--- src/hw/hpsel_pkg.sv ---
// Purpose: Shared constants and types for the hot-plug port select logic
// Assumes: REF_CLK at 250 MHz (4 ns period)
// Notes: Times are kept in their printed unit; cycle counts derive from them
package hpsel_pkg;
   localparam int CLK_PERIOD_NS = 4;

   // Priority-change pause window, least bound rounded up to whole cycles
   localparam int PAUSE_MIN_MS = 2;
   localparam int PAUSE_MAX_US = 4700;
   localparam int PAUSE_CYC_DEF = (PAUSE_MIN_MS * 1000000 + CLK_PERIOD_NS - 1) / CLK_PERIOD_NS;

   // Unplug switch window, used for detection and forced-low length
   localparam int SWITCH_MIN_MS = 170;
   localparam int SWITCH_MAX_MS = 400;
   localparam int SWITCH_CYC_DEF = (SWITCH_MIN_MS * 1000000 + CLK_PERIOD_NS - 1) / CLK_PERIOD_NS;

   // Shortest low pulse that must be repeated
   localparam int MIN_PULSE_NS = 100;
   localparam int MIN_PULSE_CYC = MIN_PULSE_NS / CLK_PERIOD_NS;

   // Repeat and wake delays share one path; least bound sets the pipe depth
   localparam int REPEAT_MIN_NS = 30;
   localparam int REPEAT_MAX_NS = 110;
   localparam int REPEAT_MIN_CYC = (REPEAT_MIN_NS + CLK_PERIOD_NS - 1) / CLK_PERIOD_NS;
   localparam int REPEAT_MAX_CYC = REPEAT_MAX_NS / CLK_PERIOD_NS;
   localparam int SYNC_LAT_CYC = 4;
   localparam int HP_PIPE_DEPTH = REPEAT_MIN_CYC - SYNC_LAT_CYC - 1;

   // Reset values
   localparam logic SEL_RST = 1'b0;
   localparam logic OUT_RST = 1'b0;

   typedef enum logic [1:0] {
      ST_LOWPWR,
      ST_FOLLOW,
      ST_PAUSE,
      ST_FORCE
   } hpsel_state_t;
endpackage

--- src/hw/hpsel_sync.sv ---
// Purpose: Three-flop pin synchroniser with agreement filter
// Assumes: din is asynchronous to clk
// Notes: Output moves only when the second and third stages agree
`timescale 1ns/1ps
module hpsel_sync (
   input wire logic clk,
   input wire logic rst_n,
   input wire logic en,
   input wire logic din,
   output logic dout
);
   logic s1_reg;
   logic s2_reg;
   logic s3_reg;
   logic out_reg;

   // First stage feeds only the second, so metastability never reaches logic
   always_ff @(posedge clk or negedge rst_n) begin
      if (!rst_n) begin
         s1_reg <= 1'b0;
         s2_reg <= 1'b0;
         s3_reg <= 1'b0;
         out_reg <= 1'b0;
      end else if (en) begin
         s1_reg <= din;
         s2_reg <= s1_reg;
         s3_reg <= s2_reg;
         if (s2_reg == s3_reg) begin
            out_reg <= s3_reg;
         end
      end
   end

   assign dout = out_reg;
endmodule

--- src/hw/hpsel_timer.sv ---
// Purpose: Restartable cycle counter for pause and switch timing
// Assumes: LIMIT of at least 2
// Notes: done is high in the last counted cycle; start wins over stop
`timescale 1ns/1ps
module hpsel_timer #(
   parameter int LIMIT = 16,
   parameter int W = $clog2(LIMIT + 1)
) (
   input wire logic clk,
   input wire logic rst_n,
   input wire logic en,
   input wire logic start,
   input wire logic stop,
   output logic run,
   output logic done,
   output logic [W-1:0] cnt
);
   logic run_reg;
   logic [W-1:0] cnt_reg;

   always_ff @(posedge clk or negedge rst_n) begin
      if (!rst_n) begin
         run_reg <= 1'b0;
         cnt_reg <= '0;
      end else if (en) begin
         if (start) begin
            run_reg <= 1'b1;
            cnt_reg <= '0;
         end else if (stop || done) begin
            run_reg <= 1'b0;
         end else if (run_reg) begin
            cnt_reg <= cnt_reg + W'(1);
         end
      end
   end

   assign run = run_reg;
   assign done = run_reg && (cnt_reg == W'(LIMIT - 1));
   assign cnt = cnt_reg;
endmodule

--- src/hw/hpsel_top.sv ---
// Purpose: Port select and hot-plug repeat logic for a one-to-two link switch
// Assumes: All pin inputs asynchronous; one free-running REF_CLK
// Notes: Decisions act on delayed hot-plug levels so output latency is fixed
`timescale 1ns/1ps
module hpsel_top
   import hpsel_pkg::*;
#(
   parameter int PAUSE_CYC = PAUSE_CYC_DEF,
   parameter int SWITCH_CYC = SWITCH_CYC_DEF,
   parameter bit PRIO_HIGH_PREFERS_A = 1'b1
) (
   input wire logic REF_CLK,
   input wire logic RST_N,
   input wire logic CLK_EN,
   input wire logic SINK_A_HOTPLUG_IN,
   input wire logic SINK_B_HOTPLUG_IN,
   input wire logic PRIORITY_IN,
   input wire logic LOW_POWER_N_IN,
   output logic SOURCE_HOTPLUG_OUT,
   output logic SOURCE_HOTPLUG_OE_N,
   output logic PORT_SEL_VALID,
   output logic PORT_B_SELECT,
   output logic MAIN_LINK_OE_N,
   output logic AUX_OE_N
);
   localparam int PS_W = $clog2(PAUSE_CYC + 1);
   localparam int SW_W = $clog2(SWITCH_CYC + 1);

   logic a_s;
   logic b_s;
   logic prio_s;
   logic lpn_s;
   logic [HP_PIPE_DEPTH-1:0] a_pipe_reg;
   logic [HP_PIPE_DEPTH-1:0] b_pipe_reg;
   logic a_d;
   logic b_d;
   hpsel_state_t state_reg;
   hpsel_state_t state_next;
   logic sel_reg;
   logic sel_next;
   logic valid_reg;
   logic valid_next;
   logic tgt_reg;
   logic tgt_next;
   logic prio_seen_reg;
   logic pref_b;
   logic prio_chg;
   logic sel_lvl;
   logic oth_lvl;
   logic tgt_lvl;
   logic next_lvl;
   logic sw_start;
   logic sw_stop;
   logic sw_run;
   logic sw_done;
   logic [SW_W-1:0] sw_cnt;
   logic ps_start;
   logic ps_stop;
   logic ps_run;
   logic ps_done;
   logic [PS_W-1:0] ps_cnt;
   logic src_out_reg;
   logic src_oe_n_reg;
   logic link_oe_n_reg;

   // Pulses shorter than the filter window may vanish here
   hpsel_sync u_sync_a (
      .clk(REF_CLK),
      .rst_n(RST_N),
      .en(CLK_EN),
      .din(SINK_A_HOTPLUG_IN),
      .dout(a_s)
   );
   hpsel_sync u_sync_b (
      .clk(REF_CLK),
      .rst_n(RST_N),
      .en(CLK_EN),
      .din(SINK_B_HOTPLUG_IN),
      .dout(b_s)
   );
   hpsel_sync u_sync_prio (
      .clk(REF_CLK),
      .rst_n(RST_N),
      .en(CLK_EN),
      .din(PRIORITY_IN),
      .dout(prio_s)
   );
   hpsel_sync u_sync_lpn (
      .clk(REF_CLK),
      .rst_n(RST_N),
      .en(CLK_EN),
      .din(LOW_POWER_N_IN),
      .dout(lpn_s)
   );

   // Pause timer, least documented bound
   hpsel_timer #(.LIMIT(PAUSE_CYC), .W(PS_W)) u_pause_tmr (
      .clk(REF_CLK),
      .rst_n(RST_N),
      .en(CLK_EN),
      .start(ps_start),
      .stop(ps_stop),
      .run(ps_run),
      .done(ps_done),
      .cnt(ps_cnt)
   );

   // One switch timer serves both unplug detect and forced low
   hpsel_timer #(.LIMIT(SWITCH_CYC), .W(SW_W)) u_switch_tmr (
      .clk(REF_CLK),
      .rst_n(RST_N),
      .en(CLK_EN),
      .start(sw_start),
      .stop(sw_stop),
      .run(sw_run),
      .done(sw_done),
      .cnt(sw_cnt)
   );

   // Fixed delay keeps repeat latency inside its window, any pulse width that passes the sync filter
   always_ff @(posedge REF_CLK or negedge RST_N) begin
      if (!RST_N) begin
         a_pipe_reg <= '0;
         b_pipe_reg <= '0;
      end else if (CLK_EN) begin
         a_pipe_reg <= {a_pipe_reg[HP_PIPE_DEPTH-2:0], a_s};
         b_pipe_reg <= {b_pipe_reg[HP_PIPE_DEPTH-2:0], b_s};
      end
   end

   assign a_d = a_pipe_reg[HP_PIPE_DEPTH-1];
   assign b_d = b_pipe_reg[HP_PIPE_DEPTH-1];
   assign pref_b = PRIO_HIGH_PREFERS_A ? !prio_s : prio_s;
   assign prio_chg = (prio_s != prio_seen_reg);
   assign sel_lvl = sel_reg ? b_d : a_d;
   assign oth_lvl = sel_reg ? a_d : b_d;
   assign tgt_lvl = tgt_reg ? b_d : a_d;
   assign next_lvl = sel_next ? b_d : a_d;

   always_comb begin
      state_next = state_reg;
      sel_next = sel_reg;
      valid_next = valid_reg;
      tgt_next = tgt_reg;
      sw_start = 1'b0;
      sw_stop = 1'b0;
      ps_start = 1'b0;
      ps_stop = 1'b0;
      case (state_reg)
         ST_LOWPWR: begin
            if (a_d || b_d) begin
               valid_next = 1'b1;
               sel_next = (a_d && b_d) ? pref_b : b_d;
               state_next = ST_FOLLOW;
            end
         end
         ST_FOLLOW: begin
            // No branch acts on the other port alone; it is ignored while the selected port is high and the preferred one and priority is steady
            if (!sel_lvl) begin
               if (!sw_run) begin
                  sw_start = 1'b1;
               end else if (sw_done) begin
                  if (oth_lvl) begin
                     sel_next = !sel_reg;
                  end else begin
                     valid_next = 1'b0;
                     state_next = ST_LOWPWR;
                  end
               end
            end else if (sw_run) begin
               sw_stop = 1'b1;
            end else if (oth_lvl && prio_chg) begin
               ps_start = 1'b1;
               state_next = ST_PAUSE;
            end else if (oth_lvl && (sel_reg != pref_b)) begin
               tgt_next = pref_b;
               sw_start = 1'b1;
               state_next = ST_FORCE;
            end
         end
         ST_PAUSE: begin
            if (!sel_lvl || !oth_lvl) begin
               ps_stop = 1'b1;
               state_next = ST_FOLLOW;
            end else if (prio_chg) begin
               ps_start = 1'b1; // A bouncing pin keeps re-arming the pause
            end else if (ps_done) begin
               if (pref_b != sel_reg) begin
                  tgt_next = pref_b;
                  sw_start = 1'b1;
                  state_next = ST_FORCE;
               end else begin
                  state_next = ST_FOLLOW;
               end
            end
         end
         ST_FORCE: begin
            if (!a_d && !b_d) begin
               sw_stop = 1'b1;
               valid_next = 1'b0;
               state_next = ST_LOWPWR;
            end else if (!tgt_lvl) begin
               sw_start = 1'b1;
            end else if (sw_done) begin
               sel_next = tgt_reg;
               state_next = ST_FOLLOW;
            end
         end
         default: begin
            valid_next = 1'b0;
            state_next = ST_LOWPWR;
         end
      endcase
   end

   always_ff @(posedge REF_CLK or negedge RST_N) begin
      if (!RST_N) begin
         state_reg <= ST_LOWPWR;
         sel_reg <= SEL_RST;
         valid_reg <= 1'b0;
         tgt_reg <= SEL_RST;
      end else if (CLK_EN) begin
         state_reg <= state_next;
         sel_reg <= sel_next;
         valid_reg <= valid_next;
         tgt_reg <= tgt_next;
      end
   end

   // A change seen while the selected input is low stays pending
   // Held as well in the cycle that stops the unplug timer, or the change is lost
   always_ff @(posedge REF_CLK or negedge RST_N) begin
      if (!RST_N) begin
         prio_seen_reg <= 1'b0;
      end else if (CLK_EN) begin
         if (!(state_reg == ST_FOLLOW && (!sel_lvl || sw_run))) begin
            prio_seen_reg <= prio_s;
         end
      end
   end

   // Outputs take next-state values so they line up with state_reg
   always_ff @(posedge REF_CLK or negedge RST_N) begin
      if (!RST_N) begin
         src_out_reg <= OUT_RST;
         src_oe_n_reg <= 1'b1;
         link_oe_n_reg <= 1'b1;
      end else if (CLK_EN) begin
         if (state_next == ST_FOLLOW || state_next == ST_PAUSE) begin
            src_out_reg <= next_lvl;
         end else begin
            src_out_reg <= 1'b0;
         end
         src_oe_n_reg <= !valid_next;
         link_oe_n_reg <= !(valid_next && lpn_s);
      end
   end

   assign SOURCE_HOTPLUG_OUT = src_out_reg;
   assign SOURCE_HOTPLUG_OE_N = src_oe_n_reg;
   assign PORT_SEL_VALID = valid_reg;
   assign PORT_B_SELECT = sel_reg;
   assign MAIN_LINK_OE_N = link_oe_n_reg;
   assign AUX_OE_N = link_oe_n_reg;
endmodule

--- config.mk ---
export PLATFORM = sky130hd
export DESIGN_NAME = hpsel_top
export DESIGN_NICKNAME = d
export VERILOG_FILES = /design/src/hw/hpsel_pkg.sv /design/src/hw/hpsel_sync.sv /design/src/hw/hpsel_timer.sv /design/src/hw/hpsel_top.sv
export SDC_FILE = /design/constraint.sdc
export NUM_CORES = 1
export LEC_CHECK = 0
export ABC_AREA = 1
export BUFFER_PORTS_ARGS = -buffer_cell sky130_fd_sc_hd__buf_2
export CAP_MARGIN = 10
export CORE_UTILIZATION = 65
export CTS_CLUSTER_SIZE = 25
export DETAILED_ROUTE_END_ITERATION = 8
export GPL_TIMING_DRIVEN = 0
export PLACE_DENSITY_LB_ADDON = 0.12
export SYNTH_ARGS = -nofsm -noshare
export SYNTH_HDL_FRONTEND = slang
export SYNTH_SLANG_ARGS = --single-unit
--- constraint.sdc ---
create_clock -name REF_CLK -period 3.21 [get_ports REF_CLK]
set_input_delay 0.1605 -clock REF_CLK [delete_from_list [all_inputs] [get_ports REF_CLK]]
set_output_delay 0.1605 -clock REF_CLK [all_outputs]
set_load 0.03 [all_outputs]
==> results by group <==
Worst setup path
  • Reg-to-reg endpoint: u_switch_tmr.cnt[1]$_DFFE_PN0P_
  • Critical R2R Launch: u_pause_tmr.cnt[0]$_DFFE_PN0P_
  • Capture point of the worst path: u_switch_tmr.cnt[1]$_DFFE_PN0P_
  • Data required time at the worst endpoint: 3.45 ns
  • Startpoint Class: register
  • Critical path fanouts, max: 10
  • Length in cells of the worst reg-to-reg path: 11
  • Worst setup slack for register-to-register paths: 0.94 ns
  • Startpoint of the most critical setup path: u_pause_tmr.cnt[0]$_DFFE_PN0P_
  • Worst path arrival time: 2.51 ns
  • Worst setup EP type: register
  • Category of the critical setup timing path: register to register

Clock network
  • Number of H-tree levels: 3
  • Clock tree from TritonCTS: yes
  • Master cell of the clock root buffer: sky130_fd_sc_hd__clkbuf_8
  • Worst-case clock buffer depth: 2
  • Num CTS Buffers: 9
  • Number of gates resized after cts: 0
  • Clock input transition at the sequential cells of the worst setup and hold paths: approximately 0.09 ns
  • Setup fix buffers added after clock tree synthesis: 0
  • Clock network latency to the later pin of the worst-skew pair: 0.37 ns
  • Clock tree sinks: 78

Die
  • Effective utilization at floorplan: 68.9%
  • Die area: 7750 µm²
  • Area inside the core boundary: 6980 µm²
  • Top Ports: 13
  • Floorplan die width: roughly 90 µm
  • FP Rows: 30
  • Die H: 88.0 µm

Power and ir drop
  • Overall power after layout: between 3 and 4 mW
  • Proportion of power drawn by combinational gates: 37.2%
  • Portion of total power attributed to the clock network: 23.4%
  • Peak supply drop: roughly 400 µV
  • Switching share of power: 42.2%
  • Net Sw Power: 1.57 mW
  • Static Leakage: 2.44 nW
  • Areal power density over the cells: 704 nW/µm²
  • Part of the total power dissipated in sequential elements: 39.5%
  • Internal cell power: 2.15 mW

Drt
  • DRC violation total after the first TritonRoute iteration: 403
  • DR DRC count: 0
  • Router iterations before antenna repair: 5
  • Final wirelength: 11.4 mm
  • Routed length per placed instance: 14.7 µm
  • DRT antenna net count: 0
  • Number of vias per cell: 5.82
  • Vias post-DR: about 4,500

Synthesis
  • Cell area after synthesis: 4810 µm²
  • Share of synthesized area spent on multiplexers: 0.208%
  • Post-synthesis net count: 660
  • Cells after synthesis: 647
  • Post-synthesis sequential area ratio: between 40 and 50%
  • Post-Synth Adder-Cell Area: under 10%
  • Xor/xnor share of the synthesized area: 4.37%
  • Synthesized-area fraction occupied by ao, oa, aoi and oai cells: 10.7%
  • Number of storage elements in the synthesis netlist: just under 80
  • Yosys warning count: 0
  • Post-synthesis simple-gate area fraction: approximately 34%
  • Combinational family with the most area after synthesis: simple AND/OR/NAND/NOR gates
  • Netlist cell types: 43
  • Post-synthesis average cell area: ~7.4 µm²

Global route
  • Largest net degree at the start of global routing: 46
  • Overall global routing resource usage: about a third
  • Number of antenna violations at the first check in global routing: 0
  • GRT Residual Overflow: 0
  • Number of global-route vias before repair: 4,129
  • Wire length of the first global-routing pass: a little under 20 mm

Finish
  • Area of the multi-input gates: 2460 µm²
  • Number of antenna repair diodes: 0
  • Combined flip-flop and latch cell area: 1950 µm²
  • Final-layout fill cell count: 554
  • Fraction of final layout cells sized beyond drive strength 1: 11.5%
  • Area delta synth->final: 9.71%
  • Commonest non-fill, non-tap cell in the layout: sky130_fd_sc_hd__nand2_1
  • Commonest cells after routing, fill and taps aside: sky130_fd_sc_hd__nand2_1, sky130_fd_sc_hd__dfrtp_1, sky130_fd_sc_hd__nor2_1
  • Max reg flops: 26
  • Finished Core Util: 75.6%
  • Net count, final: 687

Placed design
  • IO Port Bufs: 11
  • Placed wire-length estimate after detailed placement: 8.41 mm
  • RD Place Congestion: 0.941

STA
  • Transition time of the tightest slew-check pin: 0.734 ns
  • Post-route clock skew: about 0.014 ns
  • Max transition margin: 50.5%
  • Final hold violation count: 1
  • Final critical-path share of the clock period: 70.8%
  • Max Freq: ~440 MHz
  • Final period demand of the worst path: 2.27 ns
  • Pins over their slew limit: 0
  • Hold_ws: -0.00101 ns
  • Final total negative setup slack: 0 ns
  • Number of failing setup endpoints in the final timing report: 0
  • Setup repair after global routing missed its margin: no

Status
  • Status: finished, violations left
  • Violations in the final reports: hold timing

Job
  • Max capacitance violation total: 0

Worst hold path
  • Type of the tightest min-delay check: primary input to register
  • Launch instance of the worst min-delay path: SINK_B_HOTPLUG_IN
[worst min-delay path by stage]
stage	endpoint	slack, ns	cells after the start
5_1_grt	u_sync_b.s1_reg$_DFFE_PN0P_	0.02	3
2_1_floorplan	PORT_B_SELECT$_DFFE_PN0P_	-0.14	0
6_report	u_sync_b.s1_reg$_DFFE_PN0P_	-0.001	3
3_3_place_gp	u_sync_lpn.s1_reg$_DFFE_PN0P_	0.36	3
3_5_place_dp	tgt_reg$_DFFE_PN0P_	0.15	1
4_1_cts	u_sync_b.s1_reg$_DFFE_PN0P_	0.003	3
[metal layers]
layer	part of all wire (%)	routed length (µm)	track usage (%)	up-vias
li1	-	-	-	2187
met1	44	5010	44.9	2102
met2	47	5320	50.7	186
met3	6.4	727	4.24	35
met4	2.9	333	14.2	0
met5	0	0	0	-
[power by group through the flow]
stage	registers (mW)	logic (mW)	clock network, mW
3_5_place_dp	1.48	1.36	0
5_1_grt	1.50	1.55	0.907
2_1_floorplan	1.47	0.993	0
6_report	1.47	1.38	0.867
4_1_cts	1.46	1.37	0.874
3_3_place_gp	1.46	1.31	0
[what timing repair did]
action / in CTS / in global routing
hold endpoints to repair: 36 / 0
setup endpoints to repair: 0 / 0
hold buffers: 4 / 0
[cell usage after synthesis]
| library cell | number | area, µm² |
|---|---|---|
| sky130_fd_sc_hd__nand2_4 | 2 | 22.5 |
| sky130_fd_sc_hd__a31oi_1 | 1 | 6.26 |
| sky130_fd_sc_hd__nor2_1 | 65 | 244 |
| sky130_fd_sc_hd__o21ai_2 | 2 | 17.5 |
| sky130_fd_sc_hd__buf_6 | 4 | 45.0 |
| sky130_fd_sc_hd__a21oi_1 | 8 | 40.0 |
| sky130_fd_sc_hd__xor2_1 | 22 | 193 |
| sky130_fd_sc_hd__nand3b_1 | 10 | 75.1 |
| sky130_fd_sc_hd__o211ai_1 | 4 | 30.0 |
| sky130_fd_sc_hd__mux2i_1 | 1 | 10.0 |
| sky130_fd_sc_hd__a21oi_2 | 5 | 43.8 |
| sky130_fd_sc_hd__ha_1 | 6 | 75.1 |
| sky130_fd_sc_hd__inv_1 | 62 | 233 |
| sky130_fd_sc_hd__nor2_4 | 3 | 33.8 |
| sky130_fd_sc_hd__o21ai_0 | 54 | 270 |
| sky130_fd_sc_hd__o22ai_2 | 1 | 12.5 |
| sky130_fd_sc_hd__buf_8 | 1 | 15.0 |
| sky130_fd_sc_hd__and2_1 | 1 | 6.26 |
| sky130_fd_sc_hd__buf_2 | 2 | 10.0 |
| sky130_fd_sc_hd__nor3_1 | 24 | 120 |
| sky130_fd_sc_hd__o311ai_0 | 1 | 8.76 |
| sky130_fd_sc_hd__nor2_2 | 2 | 12.5 |
| sky130_fd_sc_hd__o21a_1 | 1 | 7.51 |
| sky130_fd_sc_hd__nor3b_1 | 1 | 7.51 |
| sky130_fd_sc_hd__dfstp_2 | 2 | 52.6 |
| sky130_fd_sc_hd__dfrtp_1 | 76 | 1900 |
| sky130_fd_sc_hd__nand4_1 | 20 | 125 |
| sky130_fd_sc_hd__xnor2_1 | 2 | 17.5 |
| sky130_fd_sc_hd__nand3_1 | 50 | 250 |
| sky130_fd_sc_hd__o21ai_1 | 8 | 40.0 |
| sky130_fd_sc_hd__buf_4 | 2 | 15.0 |
| sky130_fd_sc_hd__or2_1 | 1 | 6.26 |
| sky130_fd_sc_hd__nor4_1 | 5 | 31.3 |
| sky130_fd_sc_hd__nand2_1 | 163 | 612 |
| sky130_fd_sc_hd__inv_2 | 11 | 41.3 |
| sky130_fd_sc_hd__nand2_2 | 4 | 25.0 |
| sky130_fd_sc_hd__clkbuf_1 | 7 | 26.3 |
| sky130_fd_sc_hd__nand3_4 | 1 | 17.5 |
| sky130_fd_sc_hd__o2111ai_1 | 1 | 8.76 |
| sky130_fd_sc_hd__o211a_1 | 2 | 20.0 |
| sky130_fd_sc_hd__nand3_2 | 6 | 60.1 |
| sky130_fd_sc_hd__o2bb2ai_1 | 1 | 8.76 |
| sky130_fd_sc_hd__clkbuf_2 | 2 | 10.0 |
[final cells by class]
| type | instances | share of cell area, % |
|---|---|---|
| Clock buffer | 9 | 2.35 |
| Timing Repair Buffer | 16 | 2.23 |
| Buffer | 18 | 2.30 |
| Sequential cell | 78 | 37.0 |
| Multi-Input combinational cell | 478 | 46.6 |
| Tap cell | 96 | 2.28 |
| Inverter | 73 | 5.19 |
| Clock inverter | 7 | 1.99 |
[critical path: stages (launching register included)]
cell	delay, ns
sky130_fd_sc_hd__dfrtp_1	0.42
sky130_fd_sc_hd__ha_1	0.22
sky130_fd_sc_hd__inv_1	0.11
sky130_fd_sc_hd__nor2_4	0.19
sky130_fd_sc_hd__nand3_2	0.12
sky130_fd_sc_hd__nor2_4	0.17
sky130_fd_sc_hd__nand4_1	0.16
sky130_fd_sc_hd__nand3_2	0.14
sky130_fd_sc_hd__nand2_2	0.17
sky130_fd_sc_hd__buf_2	0.26
sky130_fd_sc_hd__nand3_1	0.10
sky130_fd_sc_hd__o21ai_0	0.08
[cell families (layout without fill, tap and decap cells)]
logic type | after synthesis | after routing
mux | 1 | 1
xor+xnor | 24 | 24
simple gates | 358 | 358
flops | 78 | 78
compound gates | 89 | 89
buf+inv | 91 | 123
fa+ha+maj | 6 | 6
[stage by stage]
stage / setup WS, ns / cell area, µm² / std cells / hold WS, ns
2_1_floorplan: 1.29 / 4810 / 647 / -0.135
3_3_place_gp: 1.01 / 4980 / 754 / 0.363
5_1_grt: 0.710 / 5280 / 775 / 0.0161
3_5_place_dp: 0.979 / 5010 / 755 / 0.145
4_1_cts: 0.953 / 5280 / 775 / 0.00263
6_report: 0.937 / 5280 / 775 / -0.00101
No activity file was read; power rests on OpenSTA's default activity.
